## src/hdl/exec_pkg.sv

```systemverilog
// Notes on behaviour
// RL1 - OR immediate: OR constant, Z N V, 1 cycle
// RL2 - Clear bits: AND inverted constant, 1 cycle
// RL3 - Test register: AND self, flags only; the code also writes the unchanged value back
// RL4 - Indirect jump: PC from pointer, 2 cycles
// RL5 - Indirect call: PC from pointer, 3 cycles
// RL6 - Compare skip equal: skip next when equal
// RL7 - Compare immediate: subtract, flags Z N V C H
// RL8 - Register bit skip on clear or set
// RL9 - I/O bit skip on clear or set
// RL10 - Flag branch: PC plus offset plus one
// RL11 - Named branches test carry, zero, negative
// RL12 - Skip advances two or three words
// RL13 - Offset signed, relative to next word
package exec_pkg;

  // ----------------------------------------
  // Operation codes presented by the decoder
  // ----------------------------------------
  typedef enum logic [3:0] {
    OP_NONE = 4'h0,
    OP_OR_IMMEDIATE = 4'h1,
    OP_CLEAR_BITS = 4'h2,
    OP_TEST_REGISTER = 4'h3,
    OP_INDIRECT_JUMP = 4'h4,
    OP_INDIRECT_CALL = 4'h5,
    OP_COMPARE_SKIP_EQUAL = 4'h6,
    OP_COMPARE_IMMEDIATE = 4'h7,
    OP_SKIP_REG_BIT = 4'h8,
    OP_SKIP_IO_BIT = 4'h9,
    OP_BRANCH_FLAG = 4'ha
  } op_t;

  // ----------------------------------------
  // Status register bit positions
  // ----------------------------------------
  localparam int FLAG_C = 0;
  localparam int FLAG_Z = 1;
  localparam int FLAG_N = 2;
  localparam int FLAG_V = 3;
  localparam int FLAG_S = 4;
  localparam int FLAG_H = 5;

  // ----------------------------------------
  // Cycle counts and reset values
  // ----------------------------------------
  localparam logic [1:0] CYC_ONE = 2'h1;
  localparam logic [1:0] CYC_TWO = 2'h2;
  localparam logic [1:0] CYC_THREE = 2'h3;
  localparam logic [7:0] ALL_ONES = 8'hff;
  localparam logic [15:0] PC_RESET = 16'h0000;
  localparam logic [7:0] FLAGS_RESET = 8'h00;

  // ----------------------------------------
  // Execution states, one-hot
  // ----------------------------------------
  typedef enum logic [1:0] {
    ST_IDLE = 2'b01,
    ST_BUSY = 2'b10
  } state_t;

endpackage

```

## src/hdl/logic_compare_branch_exec.sv

```systemverilog
// ----------------------------------------
// Execution of logic, compare, skip and branch operations
// ----------------------------------------
module logic_compare_branch_exec (
  // Clocking
  input wire logic clk,
  input wire logic reset_n,
  input wire logic clk_en,
  // Instruction issue
  input wire logic issue,
  input wire exec_pkg::op_t op,
  input wire logic [7:0] reg_a,
  input wire logic [7:0] reg_b,
  input wire logic [7:0] imm_k,
  input wire logic [2:0] bit_sel,
  input wire logic bit_want,
  input wire logic [7:0] io_value,
  input wire logic [15:0] indirect_pointer,
  input wire logic [6:0] branch_offset,
  input wire logic next_is_two_word,
  // Status register in
  input wire logic [7:0] status_register,
  // Results
  output logic busy_q,
  output logic done_q,
  output logic [15:0] pc_q,
  output logic wr_en_q,
  output logic [7:0] wr_data_q,
  output logic flags_wr_q,
  output logic [7:0] flags_q,
  output logic push_q
);

  // ----------------------------------------
  // Sequencer state
  // ----------------------------------------
  // Idle or busy, one-hot
  exec_pkg::state_t state_q;
  // Next sequencer state
  exec_pkg::state_t state_d;
  // Cycles still owed by the current operation
  logic [1:0] cnt_q;
  // Next cycle count
  logic [1:0] cnt_d;
  // Next program counter
  logic [15:0] pc_d;
  // Next busy level
  logic busy_d;
  // Next completion pulse
  logic done_d;
  // Next register write strobe
  logic wr_en_d;
  // Next status load strobe
  logic flags_wr_d;
  // Next return-address push request
  logic push_d;
  // Next status byte
  logic [7:0] flags_d;

  // ----------------------------------------
  // Write-back bookkeeping
  // ----------------------------------------
  // A logic or compare result lands one cycle after issue
  logic pend_logic_q;
  // Next pending flag
  logic pend_logic_d;
  // Pending operation is a compare, so no register write
  logic cmp_q;
  // Next compare marker
  logic cmp_d;
  // Pending operation writes its destination register
  logic wb_q;
  // Next write-back marker
  logic wb_d;

  // ----------------------------------------
  // Logic unit connections
  // ----------------------------------------
  // Registered result byte of the unit
  logic [7:0] lu_result;
  // Registered flag bits of the unit
  logic [5:0] lu_flag;
  // Unit captures its operands this cycle
  logic lu_load;
  // Operation is handled by the logic unit
  logic is_logic_op;

  // Sign-extended word offset
  function automatic logic [15:0] sext(input logic [6:0] k);
    sext = {{9{k[6]}}, k};
  endfunction

  // Skip distance from word length of the following instruction
  function automatic logic [15:0] skip_step(input logic two_word);
    skip_step = two_word ? 16'h0003 : 16'h0002; // RL12
  endfunction

  assign is_logic_op = (op == exec_pkg::OP_OR_IMMEDIATE) ||
                       (op == exec_pkg::OP_CLEAR_BITS) ||
                       (op == exec_pkg::OP_TEST_REGISTER) ||
                       (op == exec_pkg::OP_COMPARE_IMMEDIATE);
  assign lu_load = issue && !busy_q && is_logic_op;

  // Byte logic and compare unit
  logic_unit u_logic (
    .clk(clk),
    .reset_n(reset_n),
    .clk_en(clk_en),
    .load(lu_load),
    .op(op),
    .operand_a(reg_a),
    .operand_k((op == exec_pkg::OP_TEST_REGISTER) ? reg_a : imm_k),
    .result_q(lu_result),
    .flag_q(lu_flag)
  );

  // ----------------------------------------
  // Program flow
  // ----------------------------------------
  // Next-state logic: PC flow and cycle counting
  // Every operation moves the PC in its first cycle, so a fetch unit
  // can start on the new address while the extra cycles are spent.
  // Skips and taken branches only differ in how many cycles they hold
  // the core; the counter makes the timing independent of the target.
  // A request that arrives while busy is not taken; the issuer must
  // keep it raised until busy falls, there is no queue behind it.
  // Named branches reach this block already mapped to a flag index and
  // a wanted level, which keeps the decoder table out of this logic.
  // Limitation: the call only raises a push request; storing the
  // return address is left to the stack logic outside this block.
  always_comb begin
    state_d = state_q;
    cnt_d = cnt_q;
    pc_d = pc_q;
    busy_d = busy_q;
    done_d = 1'b0;
    push_d = 1'b0;
    pend_logic_d = 1'b0;
    unique case (state_q)
      exec_pkg::ST_IDLE: begin
        if (issue) begin
          // Default: fall through to next word, one cycle
          pc_d = pc_q + 16'h0001;
          cnt_d = exec_pkg::CYC_ONE;
          unique case (op)
            exec_pkg::OP_OR_IMMEDIATE,
            exec_pkg::OP_CLEAR_BITS,
            exec_pkg::OP_TEST_REGISTER,
            exec_pkg::OP_COMPARE_IMMEDIATE: begin
              pend_logic_d = 1'b1; // RL1 RL2 RL3 RL7
            end
            exec_pkg::OP_INDIRECT_JUMP: begin
              pc_d = indirect_pointer; // RL4
              cnt_d = exec_pkg::CYC_TWO;
            end
            exec_pkg::OP_INDIRECT_CALL: begin
              // Return address push is left to the stack logic
              pc_d = indirect_pointer; // RL5
              cnt_d = exec_pkg::CYC_THREE;
              push_d = 1'b1;
            end
            exec_pkg::OP_COMPARE_SKIP_EQUAL: begin
              if (reg_a == reg_b) begin
                pc_d = pc_q + skip_step(next_is_two_word); // RL6
                cnt_d = next_is_two_word ? exec_pkg::CYC_THREE : exec_pkg::CYC_TWO; // RL12
              end
            end
            exec_pkg::OP_SKIP_REG_BIT: begin
              if (reg_a[bit_sel] == bit_want) begin
                pc_d = pc_q + skip_step(next_is_two_word); // RL8
                cnt_d = next_is_two_word ? exec_pkg::CYC_THREE : exec_pkg::CYC_TWO; // RL12
              end
            end
            exec_pkg::OP_SKIP_IO_BIT: begin
              if (io_value[bit_sel] == bit_want) begin
                pc_d = pc_q + skip_step(next_is_two_word); // RL9
                cnt_d = next_is_two_word ? exec_pkg::CYC_THREE : exec_pkg::CYC_TWO; // RL12
              end
            end
            exec_pkg::OP_BRANCH_FLAG: begin
              // Named branches map to a flag index and polarity
              if (status_register[bit_sel] == bit_want) begin
                pc_d = pc_q + sext(branch_offset) + 16'h0001; // RL10 RL11 RL13
                cnt_d = exec_pkg::CYC_TWO;
              end
            end
            default: begin
              pc_d = pc_q + 16'h0001;
            end
          endcase
          if (cnt_d == exec_pkg::CYC_ONE) begin
            done_d = 1'b1;
          end else begin
            state_d = exec_pkg::ST_BUSY;
            busy_d = 1'b1;
            cnt_d = cnt_d - 2'h1;
          end
        end
      end
      exec_pkg::ST_BUSY: begin
        // Hold until the counted cycles are spent
        cnt_d = cnt_q - 2'h1;
        if (cnt_q == exec_pkg::CYC_ONE) begin
          state_d = exec_pkg::ST_IDLE;
          busy_d = 1'b0;
          done_d = 1'b1;
        end
      end
      default: begin
        state_d = exec_pkg::ST_IDLE;
        busy_d = 1'b0;
      end
    endcase
  end

  // ----------------------------------------
  // Result write-back
  // ----------------------------------------
  // Write-back of the logic unit result, one cycle after issue
  // Flags not owned by the operation come from the live status byte,
  // so a carry set by earlier arithmetic survives a logic operation.
  // The compare loads flags but never raises the register write.
  // Trade-off: the test operation writes its unchanged value back,
  // which costs nothing and saves a separate decode of that case.
  always_comb begin
    wr_en_d = 1'b0;
    flags_wr_d = 1'b0;
    flags_d = flags_q;
    if (pend_logic_q) begin
      flags_wr_d = 1'b1;
      flags_d = status_register;
      flags_d[exec_pkg::FLAG_Z] = lu_flag[exec_pkg::FLAG_Z];
      flags_d[exec_pkg::FLAG_N] = lu_flag[exec_pkg::FLAG_N];
      flags_d[exec_pkg::FLAG_V] = lu_flag[exec_pkg::FLAG_V];
      flags_d[exec_pkg::FLAG_S] = lu_flag[exec_pkg::FLAG_S];
      if (cmp_q) begin
        flags_d[exec_pkg::FLAG_C] = lu_flag[exec_pkg::FLAG_C]; // RL7
        flags_d[exec_pkg::FLAG_H] = lu_flag[exec_pkg::FLAG_H]; // RL7
      end else begin
        wr_en_d = wb_q; // RL1 RL2 RL3
      end
    end
  end

  // Compare discards result; test keeps value so write-back is harmless
  assign cmp_d = lu_load && (op == exec_pkg::OP_COMPARE_IMMEDIATE);
  assign wb_d = lu_load;

  // ----------------------------------------
  // Registers
  // ----------------------------------------
  // State registers
  // Everything holds while the clock enable is low, so a stalled core
  // resumes the operation exactly where it stopped.
  // Reset drives constants only; the PC restarts at its reset address.
  always_ff @(posedge clk or negedge reset_n) begin
    if (!reset_n) begin
      state_q <= exec_pkg::ST_IDLE;
      cnt_q <= 2'h0;
      pc_q <= exec_pkg::PC_RESET;
      busy_q <= 1'b0;
      done_q <= 1'b0;
      push_q <= 1'b0;
      pend_logic_q <= 1'b0;
      cmp_q <= 1'b0;
      wb_q <= 1'b0;
      wr_en_q <= 1'b0;
      flags_wr_q <= 1'b0;
      flags_q <= exec_pkg::FLAGS_RESET;
    end else if (clk_en) begin
      state_q <= state_d;
      cnt_q <= cnt_d;
      pc_q <= pc_d;
      busy_q <= busy_d;
      done_q <= done_d;
      push_q <= push_d;
      pend_logic_q <= pend_logic_d;
      cmp_q <= cmp_d;
      wb_q <= wb_d;
      wr_en_q <= wr_en_d;
      flags_wr_q <= flags_wr_d;
      flags_q <= flags_d;
    end
  end

  // Result byte follows the unit's registered output
  always_ff @(posedge clk or negedge reset_n) begin
    if (!reset_n) begin
      wr_data_q <= 8'h00;
    end else if (clk_en) begin
      wr_data_q <= lu_result;
    end
  end

endmodule

```

## src/hdl/logic_unit.sv

```systemverilog
// ----------------------------------------
// Byte logic and compare arithmetic
// ----------------------------------------
module logic_unit (
  // Clocking
  input wire logic clk,
  input wire logic reset_n,
  input wire logic clk_en,
  // Operands
  input wire logic load,
  input wire exec_pkg::op_t op,
  input wire logic [7:0] operand_a,
  input wire logic [7:0] operand_k,
  // Result, registered
  output logic [7:0] result_q,
  output logic [5:0] flag_q
);

  logic [7:0] result_d;
  logic [5:0] flag_d;
  logic [8:0] diff;

  // Result and flag computation for one operation
  always_comb begin
    result_d = result_q;
    flag_d = flag_q;
    diff = {1'b0, operand_a} - {1'b0, operand_k};
    if (load) begin
      unique case (op)
        exec_pkg::OP_OR_IMMEDIATE: result_d = operand_a | operand_k; // RL1
        exec_pkg::OP_CLEAR_BITS: result_d = operand_a & (exec_pkg::ALL_ONES - operand_k); // RL2
        exec_pkg::OP_TEST_REGISTER: result_d = operand_a & operand_a; // RL3
        exec_pkg::OP_COMPARE_IMMEDIATE: result_d = diff[7:0]; // RL7
        default: result_d = operand_a;
      endcase
      flag_d[exec_pkg::FLAG_Z] = (result_d == 8'h00);
      flag_d[exec_pkg::FLAG_N] = result_d[7];
      // Logic ops clear overflow; compare derives it from sign bits
      flag_d[exec_pkg::FLAG_V] = 1'b0;
      if (op == exec_pkg::OP_COMPARE_IMMEDIATE) begin
        flag_d[exec_pkg::FLAG_V] = (operand_a[7] & ~operand_k[7] & ~diff[7]) |
                                   (~operand_a[7] & operand_k[7] & diff[7]); // RL7
        flag_d[exec_pkg::FLAG_C] = diff[8]; // RL7
        flag_d[exec_pkg::FLAG_H] = ({1'b0, operand_a[3:0]} - {1'b0, operand_k[3:0]}) > 5'h0f; // RL7
      end
      flag_d[exec_pkg::FLAG_S] = flag_d[exec_pkg::FLAG_N] ^ flag_d[exec_pkg::FLAG_V];
    end
  end

  // Registers
  always_ff @(posedge clk or negedge reset_n) begin
    if (!reset_n) begin
      result_q <= 8'h00;
      flag_q <= 6'h00;
    end else if (clk_en) begin
      result_q <= result_d;
      flag_q <= flag_d;
    end
  end

endmodule

```

## config.mk

```make
export PLATFORM = sky130hd
export DESIGN_NAME = logic_compare_branch_exec
export DESIGN_NICKNAME = d
export VERILOG_FILES = /design/src/hdl/exec_pkg.sv /design/src/hdl/logic_compare_branch_exec.sv /design/src/hdl/logic_unit.sv
export SDC_FILE = /design/constraint.sdc
export NUM_CORES = 1
export LEC_CHECK = 0
export BUFFER_PORTS_ARGS = -buffer_cell sky130_fd_sc_hd__clkbuf_2
export CORE_MARGIN = 5
export CORE_UTILIZATION = 50
export CTS_BUF_LIST = sky130_fd_sc_hd__clkbuf_4 sky130_fd_sc_hd__clkbuf_8 sky130_fd_sc_hd__clkbuf_16
export DETAILED_ROUTE_END_ITERATION = 16
export PLACE_DENSITY = 0.77
export SLEW_MARGIN = 40
export SYNTH_ARGS = -nofsm -noshare
export SYNTH_HDL_FRONTEND = slang
export SYNTH_SLANG_ARGS = --single-unit
```

## constraint.sdc

```tcl
create_clock -name clk -period 2.3 [get_ports clk]
set_input_delay 0 -clock clk [delete_from_list [all_inputs] [get_ports clk]]
set_output_delay 0 -clock clk [all_outputs]
set_load 0.05 [all_outputs]
```

==> summary.md <==
| Metric | Value |
|---|---|
| Horiz. Die Dim | `112 um` |
| Period utilization | `108%` |
| Worst path bufs/invs | `1` |
| Clock power frac | `under 10%` |
| GRT overflow | `0` |
| Clock Pin Slew Worst Setup and Hold Paths | `120 ps` |
| Clock latency on the worst-skew pair | `330 ps` |
| Status | `finished with violations` |
| Buffers on Ports | `112` |
| Peak Freq | `401 MHz` |
| PD cells | `1010 mW/mm^2` |
| Req. time, crit path | `2530 ps` |
| Core Util, Final | `between 70% and 80%` |
| Number of setup violations in the final report | `5` |
| Mean Syn Cell Area | `around 8.5 um^2` |
| CTS buffer count | `5` |
| Yosys warns | `0` |
| Clock Root Buffer | `clkbuf_8` |
| Initial Utilization | `about half` |
| Post-synth top area share | `26.6%` |
| Vias per inst | `5.88` |
| Failing checks | `setup timing` |
| FF-to-FF setup slack | `-190 ps` |
| Flop pwr share | `a little under a quarter` |
| CP endpoint kind | `flop` |
| Seq/Total Area, Yosys | `27.1%` |
| Final HPWL DP | `13800 um` |
| Final hold violations | `0` |
| I/O pin count | `113` |
| Crit path kind | `reg2reg` |
| Skew final | `7.11 ps` |
| Drt pass-1 iters | `5` |
| CP top delay family | `compound AO/OA/AOI/OAI gates` |
| Cell count after synthesis | `611` |
| Core Area | `0.0102 mm^2` |
| Dpl cells | `935` |
| Total power | `7380 uW` |
| Cell Chain, Critical Path | `inv_2 > ha_4 > fa_2 > nor2b_2 > o31a_1 > nor4_4 > o31ai_2 > a31oi_2 > xnor2_1 > a221oi_1 > nor2_1` |
| Vias in the first global route | `roughly 5800` |
| CP max-delay cell | `dfrtp_2` |
| Initial antenna violation count | `0` |
| Largest area contributor in the synthesized netlist | `dfrtp_1` |
| Post-route ant nets | `0` |
| Relative slew slack | `55.7%` |
| Initial DRC count | `449` |
| Post-synth EDFFs | `0` |
| Slew @ Worst Pin | `656 ps` |
| Synth cell types | `71` |
| CP max stage delay | `380 ps` |
| Synth top area cells | `dfrtp_1 (27%), ha_1 (8.0%), a21oi_1 (5.6%), xnor2_1 (5.1%), mux2_2 (4.6%)` |
| Remaining DRCs | `0` |
| Nets | `934` |
| First-pass GRT wire length | `28300 um` |
| Arr. time, crit path | `2720 ps` |
| Drt total wl | `17700 um` |
| Leakage power | `between 0.003 and 0.004 uW` |
| Critical Path Fanout Max | `2` |
| Sw Ratio | `50.8%` |
| Final Max Tran Viols | `0` |
| Synthesis-to-layout area growth | `41.0%` |
| H-tree depth | `2` |
| Internal | `3630 uW` |
| Worst setup margin | `-194 ps` |
| Ant diodes | `0` |
| VDD IR max | `0.752 mV` |
| Die ar. | `about 0.012 mm^2` |
| Hold Crit Class | `in2reg` |
| TritonCTS Sinks | `56` |
| Sw power | `between 3000 and 4000 uW` |
| Post-route insts no fill | `a little under 1000` |
| RSZ-0062 raised after global routing | `true` |
| Clock buffer depth | `2` |
| Most used DFF post-synth | `dfrtp_1` |
| Die Ht | `112 um` |
| Gate power share | `69.1%` |
| Max-cap viol count | `0` |
| Crit path launch type | `flop` |
| Async S/R FF share, synth | `100%` |
| Routed vias | `5655` |
| Site row count | `37` |
| Gpl congestion | `0.959` |
| Yosys reg bits | `56` |
| CTS tree | `built` |
| DR WL/cell | `18.4 um` |
| Placed instance area | `0.00674 mm^2` |
| Final Cell Area | `about 0.0073 mm^2` |
| Mapped Area | `0.00517 mm^2` |
| Net Count, Synth | `721` |
| Minimum clock period | `about 2500 ps` |
| Largest net degree at the start of global routing | `57` |
| Total GRT Usage | `27.6%` |
| Layout cells sized above 1 | `41.6%` |
-- path summary, 6_finish.rpt --
kind,from,end,cells after the start
max,pc_q[0]$_DFFE_PN0P_,pc_q[12]$_DFFE_PN0P_,11
min,status_register[0],flags_q[0]$_DFFE_PN0P_,3
max reg2reg,pc_q[0]$_DFFE_PN0P_,pc_q[12]$_DFFE_PN0P_,11
min reg2reg,push_q$_DFFE_PN0P_,push_q$_DFFE_PN0P_,1
max in group asynchronous,reset_n,state_q[0]$_DFFE_PN1P_,4
min in group asynchronous,reset_n,pc_q[14]$_DFFE_PN0P_,3
-- cells by family after synthesis --
kind of cell	share of synthesized area (%)
XOR/XNOR	7.12
flip-flops	27.1
multiplexers	9.95
AND/OR/NAND/NOR	16.1
adder cells (fa/ha/maj)	8.38
AO/OA/AOI/OAI	26.3
buffers and inverters	5.08
-- sequential cells by signal, indices dropped and copies added (netlist names) --
register and cells:
busy_q 1, cmp_q 1, cnt_q 2, done_q 1, flags_q 8, flags_wr_q 1
pc_q 16, pend_logic_q 1, push_q 1, state_q 1, u_logic.flag_q 6, u_logic.result_q 7
wb_q 1, wr_data_q 8, wr_en_q 1
-- timing repair --
item | CTS | global route
setup endpoints to repair | 9 | 15
pin swaps | 15 | 20
hold endpoints to repair | 60 | 0
hold buffers | 6 | 0
resized for setup | 22 | 34
buffers inserted | 8 | 5
-- final cells by class --
type | count | area [um^2]
clock buffer | 5 | 68.8
multi-input combinational | 491 | 3930
fill | 804 | 2900
timing repair buffer | 236 | 1550
clock inverter | 3 | 26.3
tap | 136 | 170
inverter | 34 | 128
sequential | 56 | 1420
-- layout by cell type (no fill, tap or decap), types with 20 or more instances in the layout --
cell type  count
dfrtp_1       43
nor2_1        32
o21ai_0       31
nand2_1       41
clkbuf_2     108
buf_4        118
xnor2_1       29
mux2_2        20
ha_1          23
a21oi_1       56
inv_1         28
-- Yosys cell counts (all sizes together) (3+ instances only) --
cell / number
clkbuf: 20
o21a: 11
mux2: 21
nor2b: 9
nor3: 13
and3: 5
buf: 10
a41oi: 3
a21o: 11
xnor2: 30
a311oi: 4
o41ai: 3
o221ai: 8
nand2: 44
nor2: 34
nand4: 4
mux4: 7
a21oi: 58
o2bb2ai: 3
inv: 32
a221oi: 7
dfrtp: 55
o31ai: 3
o21ai: 50
o22ai: 6
xor2: 12
o211ai: 6
nor4: 5
a22oi: 3
and2: 4
or3: 6
nand2b: 11
a211oi: 6
mux2i: 12
nor3b: 3
ha: 33
a31oi: 7
nand3: 21
-- metrics by stage --
| stage | setup WS (ps) | TNS (ps) | hold slack [ps] |
|---|---|---|---|
| global route | -286 | -1340 | 21.2 |
| CTS | -80.7 | -243 | 25.7 |
| detailed placement | -544 | -7030 | 190 |
| floorplan | -412 | -2660 | -296 |
| finish | -194 | -494 | 24.6 |
| global placement | -448 | -5190 | 179 |
-- power by group through the flow --
| stage | clock network, uW | registers, uW | logic (uW) |
|---|---|---|---|
| 6_report | 608 | 1670 | 5090 |
| 5_1_grt | 664 | 1730 | 5470 |
| 4_1_cts | 623 | 1670 | 4860 |
| 3_5_place_dp | 0 | 1690 | 4630 |
| 3_3_place_gp | 0 | 1660 | 4500 |
| 2_1_floorplan | 0 | 2640 | 2160 |
-- layer usage --
layer / up-vias / global-route usage, % / wire, um
met5: - / 0 / 0
met4: 0 / 10.4 / 506
met3: 40 / 5.00 / 1190
met2: 226 / 48.4 / 8710
met1: 2687 / 33.6 / 7270
li1: 2702 / - / -
-- worst register-to-register path, stage by stage, from the launching register on --
cell,delay (ps)
dfrtp_2,380
inv_2,50
ha_4,150
fa_2,350
nor2b_2,150
o31a_1,260
nor4_4,70
o31ai_2,310
a31oi_2,170
xnor2_1,160
a221oi_1,270
nor2_1,80
Power figures use the tool's default switching activity.
